<file path="config.mk">
export PLATFORM = sky130hd
export DESIGN_NAME = pil_link
export DESIGN_NICKNAME = d
export VERILOG_FILES = /design/src/hdl/pil_pkg.sv /design/src/hdl/pil_rate_div.sv /design/src/hdl/pil_link.sv
export SDC_FILE = /design/constraint.sdc
export NUM_CORES = 1
export LEC_CHECK = 0
export BUFFER_PORTS_ARGS = -buffer_cell sky130_fd_sc_hd__buf_2
export CORE_UTILIZATION = 50
export CTS_BUF_LIST = sky130_fd_sc_hd__clkbuf_4 sky130_fd_sc_hd__clkbuf_8
export DETAILED_ROUTE_END_ITERATION = 16
export GPL_TIMING_DRIVEN = 0
export PLACE_DENSITY = 0.75
export SETUP_SLACK_MARGIN = 0.5
export SYNTH_ARGS = -nofsm -noshare
export SYNTH_HDL_FRONTEND = slang
export SYNTH_SLANG_ARGS = --single-unit
</file>
<file path="constraint.sdc">
create_clock -name clock -period 5.15 [get_ports clock]
set_input_delay 0.515 -clock clock [delete_from_list [all_inputs] [get_ports clock]]
set_output_delay 0.515 -clock clock [all_outputs]
set_load 0.03 [all_outputs]
</file>
<file path="src/hdl/pil_pkg.sv">
package pil_pkg;
    // Address and data widths of the board link
    localparam int ADDR_W        = 15;
    localparam int DATA_W        = 16;
    localparam int LEVEL_W       = 4;
    // Status word field positions
    localparam int ST_MAP_BIT    = 8;
    localparam int ST_MASK_LO    = 12;
    localparam int ST_MASK_HI    = 15;
    // Serial address field inside the address bus (bit 0 is MSB side)
    localparam int SER_ADDR_W    = 12;
    // Word address step for the next fetch: byte step 2 is one word
    localparam logic [15:0] FETCH_STEP_BYTES = 16'h0002;
    // Rates
    localparam int CLK_MHZ       = 100;
    localparam int FAST_MHZ      = 4;
    localparam int SLOW_MHZ      = 1;
    localparam int FAST_DIV      = CLK_MHZ / FAST_MHZ;
    localparam int SLOW_DIV      = CLK_MHZ / SLOW_MHZ;
    // Serial transfer limits
    localparam int BYTE_BITS     = 8;
    localparam int WORD_BITS     = 16;
    // Reset values
    localparam logic [LEVEL_W-1:0] LEVEL_RESET = 4'hf;

    // Processor operation codes offered on the command port
    typedef enum logic [2:0] {
        PIL_OP_FETCH  = 3'b000,
        PIL_OP_READ   = 3'b001,
        PIL_OP_WRITE  = 3'b010,
        PIL_OP_RTM    = 3'b011,
        PIL_OP_LDSER  = 3'b100,
        PIL_OP_STSER  = 3'b101,
        PIL_OP_SETBIT = 3'b110,
        PIL_OP_TSTBIT = 3'b111
    } pil_op_e;
endpackage : pil_pkg

</file>
<file path="src/hdl/pil_rate_div.sv">
`timescale 1ns/1ns
// One-cycle enable every DIV clocks
module pil_rate_div #(
    parameter int DIV = 25
) (
    // Clock and reset
    input  wire logic clock,
    input  wire logic rst_n,
    // Control
    input  wire logic restart,
    output logic      tick
);
    localparam int CW = $clog2(DIV + 1);
    logic [CW-1:0] cnt_reg;
    logic [CW-1:0] cnt_next;
    wire           at_end = (cnt_reg == CW'(DIV - 1));

    initial begin
        if (DIV < 1) $error("pil_rate_div: DIV must be at least 1");
    end

    assign cnt_next = (restart || at_end) ? '0 : cnt_reg + CW'(1);
    assign tick     = at_end && !restart;

    // Free running count, restarted when a command is taken
    always_ff @(posedge clock) begin
        if (!rst_n) begin
            cnt_reg <= '0;
        end else begin
            cnt_reg <= cnt_next;
        end
    end
endmodule : pil_rate_div

</file>
<file path="src/hdl/pil_link.sv">
`timescale 1ns/1ns
module pil_link
    import pil_pkg::*;
#(
    parameter int FAST_DIVIDE = FAST_DIV,
    parameter int SLOW_DIVIDE = SLOW_DIV
) (
    // Clock and reset
    input  wire logic              clock,
    input  wire logic              rst_n,
    // Processor command port
    input  wire logic              cmd_valid,
    input  wire logic [2:0]        cmd_op,
    input  wire logic [ADDR_W-1:0] cmd_addr,
    input  wire logic [DATA_W-1:0] cmd_data,
    input  wire logic [4:0]        cmd_count,
    input  wire logic              cmd_ext_op,
    output logic                   cmd_ready,
    output logic                   rsp_valid,
    output logic [DATA_W-1:0]      rsp_data,
    output logic                   rsp_ext_trap,
    // Status word from the processor
    input  wire logic [DATA_W-1:0] status_word,
    // Memory cycle side
    output logic                   cycle_request,
    output logic                   write_qual,
    output logic                   bus_hold,
    output logic [ADDR_W-1:0]      mem_addr,
    output logic [DATA_W-1:0]      mem_wdata,
    input  wire logic [DATA_W-1:0] mem_rdata,
    input  wire logic              mem_grant,
    output logic                   fetch_indicator,
    output logic                   map_select_n,
    output logic                   end_of_instruction_n,
    // Interrupt side
    input  wire logic              interrupt_present,
    input  wire logic [3:0]        level_code,
    output logic                   int_start,
    output logic [LEVEL_W-1:0]     int_level,
    // Serial bus
    output logic                   serial_out_strobe_enable,
    output logic                   serial_bit_out,
    input  wire logic              serial_bit_in,
    input  wire logic              local_chassis_n,
    // Extended operation handshake
    input  wire logic              module_present,
    input  wire logic              module_done,
    input  wire logic              module_abort,
    input  wire logic              breakpoint_n,
    output logic                   bp_stop
);
    initial begin
        if (FAST_DIVIDE < 1 || SLOW_DIVIDE < FAST_DIVIDE)
            $error("pil_link: bad serial rate divide");
    end

    typedef enum logic [2:0] {
        PIL_IDLE   = 3'b000,
        PIL_MEM    = 3'b001,
        PIL_RMW_WR = 3'b010,
        PIL_SER    = 3'b011,
        PIL_EXT    = 3'b100,
        PIL_DONE   = 3'b101
    } pil_state_e;

    pil_state_e           state_reg, state_next;
    logic [2:0]           op_reg;
    logic [ADDR_W-1:0]    addr_reg;
    logic [DATA_W-1:0]    data_reg;
    logic [4:0]           cnt_reg;
    logic [4:0]           total_reg;
    logic [LEVEL_W-1:0]   code_reg;
    logic                 ext_reg;
    logic                 trap_reg;

    // Decode of the operation in hand; a new command counts from its take
    // edge so the first cycle of a request never shows old qualifiers
    wire              take     = cmd_valid && (state_reg == PIL_IDLE);
    wire [2:0]        op_now   = take ? cmd_op : op_reg;
    wire [ADDR_W-1:0] addr_now = take ? cmd_addr : addr_reg;
    wire [DATA_W-1:0] data_now = take ? cmd_data : data_reg;
    wire is_write  = (op_now == PIL_OP_WRITE);
    wire is_fetch  = (op_now == PIL_OP_FETCH);
    wire is_rtm    = (op_now == PIL_OP_RTM);
    wire is_ser_in = (op_now == PIL_OP_STSER) || (op_now == PIL_OP_TSTBIT);
    wire ser_last  = (cnt_reg + 5'd1 >= total_reg);
    wire [3:0] mask = status_word[ST_MASK_HI:ST_MASK_LO];
    wire int_ok    = interrupt_present && (code_reg <= mask);
    // Next fetch address: word bus, byte step of 2 is one word
    wire [ADDR_W-1:0] next_fetch = addr_reg +
                                   ADDR_W'(FETCH_STEP_BYTES >> 1);

    // Serial bit pacing; main chassis input runs fast
    logic fast_tick;
    logic slow_tick;
    logic ser_restart;
    assign ser_restart = take;
    pil_rate_div #(.DIV(FAST_DIVIDE)) u_fast (
        .clock   (clock),
        .rst_n   (rst_n),
        .restart (ser_restart),
        .tick    (fast_tick)
    );
    pil_rate_div #(.DIV(SLOW_DIVIDE)) u_slow (
        .clock   (clock),
        .rst_n   (rst_n),
        .restart (ser_restart),
        .tick    (slow_tick)
    );
    // Only input bits get the fast path; output keeps the slow rate
    wire bit_tick = (is_ser_in && !local_chassis_n) ? fast_tick
                                                   : slow_tick;

    // Right-justify stored bits, upper bits zero; first bit lands in LSB
    logic [DATA_W-1:0] packed_in;
    always_comb begin
        packed_in = data_reg >> (5'd16 - total_reg);
        if (total_reg <= 5'(BYTE_BITS))
            packed_in = {8'h00, packed_in[7:0]};
    end

    // Next state
    always_comb begin
        state_next = state_reg;
        unique case (state_reg)
            PIL_IDLE: begin
                if (take) begin
                    if (cmd_ext_op)
                        state_next = PIL_EXT;
                    else if (cmd_op[2])
                        state_next = PIL_SER;
                    else
                        state_next = PIL_MEM;
                end
            end
            PIL_MEM: begin
                if (mem_grant)  // bus may be stolen; wait
                    state_next = is_rtm ? PIL_RMW_WR : PIL_DONE;
            end
            PIL_RMW_WR: begin
                if (mem_grant)
                    state_next = PIL_DONE;
            end
            PIL_SER: begin
                if (bit_tick && ser_last)
                    state_next = PIL_DONE;
            end
            PIL_EXT: begin
                if (!module_present || module_done)
                    state_next = PIL_DONE;
            end
            PIL_DONE: state_next = PIL_IDLE;
            default:  state_next = PIL_IDLE;
        endcase
    end

    // Command capture and sequencing
    always_ff @(posedge clock) begin
        if (!rst_n) begin
            state_reg <= PIL_IDLE;
            op_reg    <= 3'h0;
            addr_reg  <= '0;
            data_reg  <= '0;
            cnt_reg   <= 5'h0;
            total_reg <= 5'h0;
            ext_reg   <= 1'b0;
            trap_reg  <= 1'b0;
        end else begin
            state_reg <= state_next;
            if (take) begin
                op_reg    <= cmd_op;
                addr_reg  <= cmd_addr;
                data_reg  <= cmd_data;
                cnt_reg   <= 5'h0;
                total_reg <= (cmd_op == PIL_OP_SETBIT ||
                              cmd_op == PIL_OP_TSTBIT) ? 5'd1 :
                             (cmd_count == 5'h0) ? 5'd16 : cmd_count;
                ext_reg   <= cmd_ext_op;
                trap_reg  <= 1'b0;
            end else if (state_reg == PIL_SER && bit_tick) begin
                cnt_reg <= cnt_reg + 5'd1;
                if (is_ser_in)
                    data_reg <= {serial_bit_in, data_reg[DATA_W-1:1]};
                else
                    data_reg <= {1'b0, data_reg[DATA_W-1:1]};
            end else if (state_reg == PIL_MEM && mem_grant && !is_write) begin
                data_reg <= mem_rdata;
                if (is_fetch)
                    addr_reg <= next_fetch;
            end else if (state_reg == PIL_EXT &&
                         (!module_present || module_abort)) begin
                // Kept to the answer; abort may drop before done does
                trap_reg <= 1'b1;
            end
        end
    end

    // Interrupt code register resampled while request stands
    always_ff @(posedge clock) begin
        if (!rst_n) begin
            code_reg  <= LEVEL_RESET;
            int_start <= 1'b0;
            int_level <= LEVEL_RESET;
        end else begin
            if (interrupt_present)
                code_reg <= level_code;
            // Failed compare simply yields no start pulse
            int_start <= int_ok && (state_reg == PIL_IDLE);
            if (int_ok)
                int_level <= code_reg;
        end
    end

    // Link outputs, all registered
    wire mem_phase = (state_next == PIL_MEM) || (state_next == PIL_RMW_WR);
    always_ff @(posedge clock) begin
        if (!rst_n) begin
            cycle_request            <= 1'b0;
            write_qual               <= 1'b0;
            bus_hold                 <= 1'b0;
            mem_addr                 <= '0;
            mem_wdata                <= '0;
            fetch_indicator          <= 1'b0;
            map_select_n             <= 1'b1;
            end_of_instruction_n     <= 1'b1;
            serial_out_strobe_enable <= 1'b0;
            serial_bit_out           <= 1'b0;
            cmd_ready                <= 1'b0;
            rsp_valid                <= 1'b0;
            rsp_data                 <= '0;
            rsp_ext_trap             <= 1'b0;
            bp_stop                  <= 1'b0;
        end else begin
            cycle_request <= mem_phase;
            write_qual    <= (state_next == PIL_RMW_WR) ||
                             (mem_phase && is_write);
            // Held from read through rewrite, dropped when done
            bus_hold      <= mem_phase && is_rtm;
            mem_addr      <= addr_now;
            mem_wdata     <= data_now;
            fetch_indicator <= mem_phase && is_fetch;
            map_select_n  <= !status_word[ST_MAP_BIT];
            end_of_instruction_n <= !(state_next == PIL_DONE);
            serial_out_strobe_enable <= (state_reg == PIL_SER) &&
                                        !is_ser_in && bit_tick;
            if (state_reg == PIL_SER && !is_ser_in)
                serial_bit_out <= data_reg[0];
            cmd_ready <= (state_next == PIL_IDLE);
            rsp_valid <= (state_reg == PIL_DONE);
            if (state_reg == PIL_DONE) begin
                rsp_data     <= is_ser_in ? packed_in : data_reg;
                rsp_ext_trap <= ext_reg && trap_reg;
            end
            bp_stop <= !breakpoint_n;
        end
    end

endmodule : pil_link

</file>
==> results.md, run 1 <==
- Outcome: finished, final reports clean
- Post-Route Setup TNS: 0 ns
- Avg Cell Area, Syn: 8.16 sq um
- Worst skew pair latency: 0.46 ns
- Total setup buffers inserted after CTS: 0
- GRT Total Usage: between 20% and 30%
- Sw Pwr: 0.00104 W
- Core Area: 12,000 sq um
- Type of origin of the critical path: flop
- Synth Net Count: 859
- Largest net degree at the start of global routing: 17
- Register bit total from synthesis: 129
- WL/cell: 16.3 um
- Commonest non-fill, non-tap cell in the layout: buf_2
- Min-delay src: breakpoint_n
- Max VDD drop: 0.000197 V
- Fin nets: 1,016
- Share of cells above drive strength 1: a little over a fifth
- Main synth FF type: dfxtp_1
- CTS tree: done
- Die area: 12,800 sq um
- Sequential element share of the synthesized area: between 40% and 50%
- Port bufs: 138
- Initial Util: slightly above 50%
- CTS H-Tree Depth: 4
- Tcrit/Tclk final: about three fifths
- CP Capture Type: flop
- Slew Viols, Final: 0
- Worst Hold Class: in -> reg
- Comb pwr share: 27.9%
- Rel. slew slack: 49.6%
- Leak: between 3 and 4 nW
- Drt pass-1 iters: 5
- Clock network fraction of total power: 30.0%
- # hold bufs at CTS: 0
- RSZ-0062 raised after global routing: false
- CTS buffer count: 17
- Count of unique library cells instantiated by Yosys: 66
- Crit path launch: total_reg[0]$_SDFFE_PN0P_
- Antenna cells: 0
- Power Density: 385 nW/um^2
- Worst-path clk slew: about 0.080 ns
- Pint: 0.00183 W
- IO Count: 151
- Die width: 113 um
- Final Util: a little over 60%
- Cells after synthesis: 757
- Switching Share: 36.2%
- Hold Vio Cnt, Final: 0
- Cell area after layout: between 7000 and 8000 sq um
- Total wire length: between 15 and 20 mm
- Gpl congestion: 0.916
- Floorplan die height: 113 um
- Initial antenna violation count: 0
- Routed vias: between 6,000 and 7,000
- Period minus WS final: 3.10 ns
- Slew @ Worst Pin: 0.753 ns
- Post_cts resized: 0
- Crit path DAT: 3.44 ns
- Syn Std Cell Area: just over 6000 sq um
- Vias per inst: 5.67
- Clk_skew: 0.0107 ns
- Fmax: 0.323 GHz
- Setup CP Type: reg -> reg
- Post-synth ARST share: 0%
- Rows: 40
- Vias in the first global route: roughly 5,600
- Sequential group share of total power: a little over two fifths
- Initial DRC Count: 461
- DRC: 0
- Clock Tree Root: clkbuf_8
- Fillers: 1,089
- Post-synth EDFFs: 0
- Clock tree buffer depth: 2
- Detail Route Antenna Nets: 0
- Synth-to-layout area growth: 20.5%
- Slowest stage delay, CP: 0.44 ns
- First-pass GRT wire length: ~28 mm
- Grt total ovfl: 0
- Worst EP required: 5.49 ns
- Commonest non-fill, non-tap cells in the layout: buf_2 (147), nand2_1 (136), dfxtp_1 (129)
- CP Cell Sequence: clkinv_1 -> buf_1 -> ha_1 -> buf_2 -> buf_2 -> mux2i_1 -> mux2i_1 -> nand2_1 -> o21ai_0 -> a221oi_1 -> nor2_1
- Max-cap violations: 0
- Worst path slowest cell: dfxtp_1
- Worst flop-to-flop path startpoint: total_reg[0]$_SDFFE_PN0P_
- Pwr Total: 0.00287 W
- Clock sink count: 129
- Placed Area: 7050 sq um
- Yosys warns: 0
- Crit-path max FO: 10
- HPWL after DPL: 12.9 mm
- Setup violators final: 0
## power by group through the flow
stage                     logic, W  clock network (W)  registers [W]
after floorplan           0.000474                  0        0.00130
after global placement    0.000784                  0        0.00123
after detailed placement  0.000788                  0        0.00123
after CTS                 0.000792           0.000875        0.00121
after global routing      0.000872           0.000922        0.00122
final                     0.000800           0.000862        0.00121
## cells in the mapped netlist (9+ instances only)
| cell type | count | area (sq um) |
|---|---|---|
| o221ai_1 | 15 | 131 |
| buf_2 | 9 | 45.0 |
| nand3_1 | 24 | 120 |
| ha_1 | 15 | 188 |
| nor2_1 | 44 | 165 |
| a21oi_1 | 102 | 510 |
| xor2_1 | 12 | 105 |
| dfxtp_1 | 129 | 2580 |
| clkbuf_1 | 37 | 139 |
| xnor2_1 | 13 | 114 |
| o21ai_0 | 60 | 300 |
| mux2i_1 | 25 | 250 |
| inv_1 | 17 | 63.8 |
| nand2_1 | 136 | 510 |
## metal layers
layer | up-vias | track usage, % | share of wire (%)
met3 | 23 | 5.89 | 6.4
li1 | 3013 | - | -
met4 | 0 | 11.3 | 1.7
met1 | 2828 | 36.5 | 45
met2 | 225 | 44.6 | 47
met5 | - | 0 | 0
## worst paths after layout
kind / end / slack (ns) / depth (start not counted)
max reg2reg: rsp_data[11]$_SDFFE_PN0P_ / 2.05 / 11
min: bp_stop$_SDFF_PN0_ / 0.20 / 2
min reg2reg: u_slow.cnt_reg[0]$_SDFF_PP0_ / 0.44 / 1
max: rsp_data[11]$_SDFFE_PN0P_ / 2.05 / 11
## per-stage QoR
step	instances	hold WS [ns]	setup slack (ns)
floorplan	757	0.413	2.64
CTS	1074	0.178	2.09
finish	1074	0.200	2.05
global placement	1042	0.427	2.14
detailed placement	1042	0.432	2.12
global route	1074	0.181	1.83
## cells by family (layout without fill, tap and decap cells)
logic type	Yosys count	count (layout)	share of synthesized area [%]
xor gates and xnor gates	25	25	3.54
adders and majority gates	15	15	3.04
buffers and inverters	66	236	4.25
muxes	31	31	5.39
AOI/OAI and AO/OA	238	238	23.3
and+or+nand+nor	253	253	18.7
DFF	129	129	41.8
## layout make-up
cell class	count	area [sq um]	area share, %
Tap cell	147	184	2.47
Clock inverter	13	138	1.85
Sequential cell	129	2580	34.7
Buffer	48	195	2.62
Multi-Input combinational cell	562	3330	44.8
Inverter	18	67.6	0.907
Clock buffer	19	255	3.43
Timing Repair Buffer	138	691	9.27
## worst max-delay path: cells and delay by family (launching register included)
kind | cells | cell delay, ns
AO/OA/AOI/OAI | 2 | 0.49
AND/OR/NAND/NOR | 2 | 0.19
multiplexers | 2 | 0.41
buffers and inverters | 4 | 1.09
adder cells (fa/ha/maj) | 1 | 0.36
flip-flops | 1 | 0.44
(Power assumes the default switching activity.)
==> inputs of run 2 (changes only) <==
ABC_AREA = 1   (was default)
clock period = 3.1 ns   (was 5.15 ns; I/O delays follow)
==> results.md, run 2 <==
- Hold Vio Cnt, Final: 0 (unchanged)
- Largest net degree at the start of global routing: 17 (unchanged)
- Slew Viols, Final: 0 (unchanged)
- CP delay by family, top: simple AND/OR/NAND/NOR gates
- Count of unique library cells instantiated by Yosys: 42 (-36%)
- Gpl congestion: 0.957 (+4.5%)
- CTS tree: done
- Initial DRC Count: 504 (+9.3%)
- Total wire length: 18.5 mm (+5.7%)
- Clock Tree Root: clkbuf_8
- HPWL after DPL: 14.0 mm (+8.6%)
- Period minus WS final: 2.34 ns (-0.762 ns)
- Initial Util: 51.1% (-0.30 points)
- Post-synth EDFFs: 0 (unchanged)
- IO Count: 151 (unchanged)
- Slowest stage delay, CP: 0.42 ns (-0.02 ns)
- Clk_skew: 0.0148 ns (+0.00412 ns)
- Worst Hold Class: in -> reg
- Setup CP Type: reg -> reg
- CTS buffer count: 17 (unchanged)
- Max-cap violations: 0 (unchanged)
- Fin nets: 1,142 (+12%)
- Antenna cells: 0 (unchanged)
- Share of cells above drive strength 1: 22.5% (+1.2 points)
- Initial antenna violation count: 0 (unchanged)
- Drt pass-1 iters: 7 (+2)
- Main synth FF type: dfxtp_1
- Total setup buffers inserted after CTS: 0 (unchanged)
- CP dominant cell by count: nand2_1
- Post-synth ARST share: 0% (unchanged)
- Setup violators final: 0 (unchanged)
- Synth Net Count: 984 (+15%)
- Leak: 3.47 nW (+8.2%)
- Vias per inst: 5.46 (-3.6%)
- Power Density: 664 nW/um^2 (+72%)
- Max VDD drop: 0.000412 V (+110%)
- Buffer and inverter count on the worst path: 1 (-3)
- Core Area: 12,600 sq um (+4.6%)
- Slew @ Worst Pin: 0.623 ns (-0.130 ns)
- Detail Route Antenna Nets: 0 (unchanged)
- Clock tree buffer depth: 2 (unchanged)
- Cells after synthesis: 882 (+17%)
- Worst EP required: 3.47 ns (-2.02 ns)
- CP Cell Sequence: ha_1 -> nand3_1 -> xor2_1 -> ha_1 -> nand2_1 -> inv_1 -> nand4_1 -> o2111ai_1 -> nand4_1 -> nand2_1 -> o21bai_1 -> nand2_1 -> nor2_1
- Port bufs: 138 (unchanged)
- Placed Area: 7330 sq um (+4.0%)
- Die area: 13,300 sq um (+4.0%)
- Synth-to-layout area growth: 20.0%
- Fmax: 0.428 GHz (+33%)
- Post-synth top area share: 40.2% (-1.6 points)
- Worst-path clk slew: 0.07 ns (about the same)
- Synth top area cells: dfxtp_1 (40%), nand2_1 (10%), o21ai_0 (8.5%), a21oi_1 (5.9%), inv_1 (4.7%)
- CP Capture Type: flop
- Register bit total from synthesis: 129 (unchanged)
- Worst skew pair latency: 0.45 ns (about the same)
- Rel. slew slack: 58.5% (+8.9 points)
- Avg Cell Area, Syn: 7.29 sq um (-11%)
- Outcome: finished, final reports clean
- Rows: 41 (+2.5%)
- Post-Route Setup TNS: 0 ns (unchanged)
- Clock sink count: 129 (unchanged)
- CTS H-Tree Depth: 4 (unchanged)
- Floorplan die height: 115 um (+2.0%)
- Crit path DAT: 2.71 ns (-0.73 ns)
- Area leader, netlist: dfxtp_1
- Commonest non-fill, non-tap cell in the layout: nand2_1
- DRC: 0 (unchanged)
- Die width: 115 um (+2.0%)
- Tcrit/Tclk final: 75.4% (+15 points)
- First-pass GRT wire length: 29.5 mm (+6.3%)
- RSZ-0062 raised after global routing: false
- Crit-path max FO: 4 (-6)
- Routed vias: 6,683 (+9.8%)
- GRT Total Usage: 28.7% (+0.93 points)
- Syn Std Cell Area: 6430 sq um (+4.0%)
- Commonest non-fill, non-tap cells in the layout: nand2_1 (178), buf_2 (147), dfxtp_1 (129)
- Cell area after layout: 7720 sq um (+3.6%)
- Synth top cells by count: nand2_1 (178), dfxtp_1 (129), o21ai_0 (109)
- Type of origin of the critical path: flop
- Vias in the first global route: 6,188 (+10%)
- Most common cell in the netlist: nand2_1
- Sequential element share of the synthesized area: 40.2% (-1.6 points)
- Yosys warns: 0 (unchanged)
- Grt total ovfl: 0 (unchanged)
- Worst path slowest cell: dfxtp_1
- WL/cell: 15.1 um (-7.2%)
run 2: cell count changes in the layout (fill, tap and decap cells not counted), moves of 9 or more:
cell      before  now
o21ai_0       60  109
a21oi_2        1   30
nand3_1       24   59
o221ai_1      15    0
a21oi_1      102   76
a31oi_1        2   11
inv_1         17   81
nand2_1      136  178
o22ai_1        3   15
xnor2_1       13    2
mux2i_1       25    6
clkbuf_1      37   27
run 2: final cells by class:
cell class	instances	area (sq um)
repair buffers	139	701
flip-flops and latches	129	2580
plain buffers	45	221
clock buffers	24	305
inverters	87	330
multi-input cells	621	3300
well taps	172	215
clock inverters	6	57.6
fillers	1206	4850
run 2: metrics by stage:
step	power, W	utilization, %	hold slack [ns]	setup slack [ns]	cells
floorplan	0.00329	-	0.380	1.11	882
global placement	0.00375	58.4	0.432	0.643	1192
detailed placement	0.00378	58.4	0.455	0.605	1192
CTS	0.00512	61.2	0.00345	0.579	1222
global route	0.00544	61.4	0.00464	0.500	1223
finish	0.00513	61.4	0.0239	0.763	1223
run 2: logic make-up after synthesis:
family                     synth area share (%)
and+or+nand+nor                            22.7
AOI/OAI and AO/OA                          23.1
buffers and inverters                      8.52
DFF                                        40.2
adders and majority gates                  2.92
xor gates and xnor gates                   1.63
muxes                                     0.934
run 2: worst paths after layout:
kind,slack (ns),start,depth (start not counted),endpoint
max,0.76,cnt_reg[0]$_SDFFE_PP0P_,13,fetch_indicator$_SDFF_PN0_
min,0.02,breakpoint_n,2,bp_stop$_SDFF_PN0_
max reg2reg,0.76,cnt_reg[0]$_SDFFE_PP0P_,13,fetch_indicator$_SDFF_PN0_
min reg2reg,0.47,u_slow.cnt_reg[0]$_SDFF_PP0_,1,u_slow.cnt_reg[0]$_SDFF_PP0_
run 2: timing repair:
item | in CTS | in global routing
gates resized for setup | 0 | 2
hold endpoints to repair | 0 | 1
setup endpoints to repair | 0 | 7
hold buffers | 0 | 1
run 2: worst reg2reg max path: cells and delay by family (launching register included):
family,cells,cell delay [ns]
adders and majority gates,2,0.53
and+or+nand+nor,7,0.79
AOI/OAI and AO/OA,2,0.30
DFF,1,0.42
buffers and inverters,1,0.04
xor gates and xnor gates,1,0.17
run 2: metal layers:
layer / vias to the layer above / part of all wire (%) / global-route usage, %
li1: 3278 / - / -
met4: 0 / 3.6 / 13.3
met5: - / 0 / 0
met3: 50 / 6.8 / 7.91
met2: 281 / 47 / 46.8
met1: 3074 / 43 / 35.2
run 2: where the power goes:
| group | internal (W) | switching, W | leakage [nW] |
|---|---|---|---|
| Sequential | 0.00188 | 0.000139 | 1.06 |
| Clock | 0.000718 | 0.000620 | 0.192 |
| Combinational | 0.000549 | 0.00122 | 2.22 |
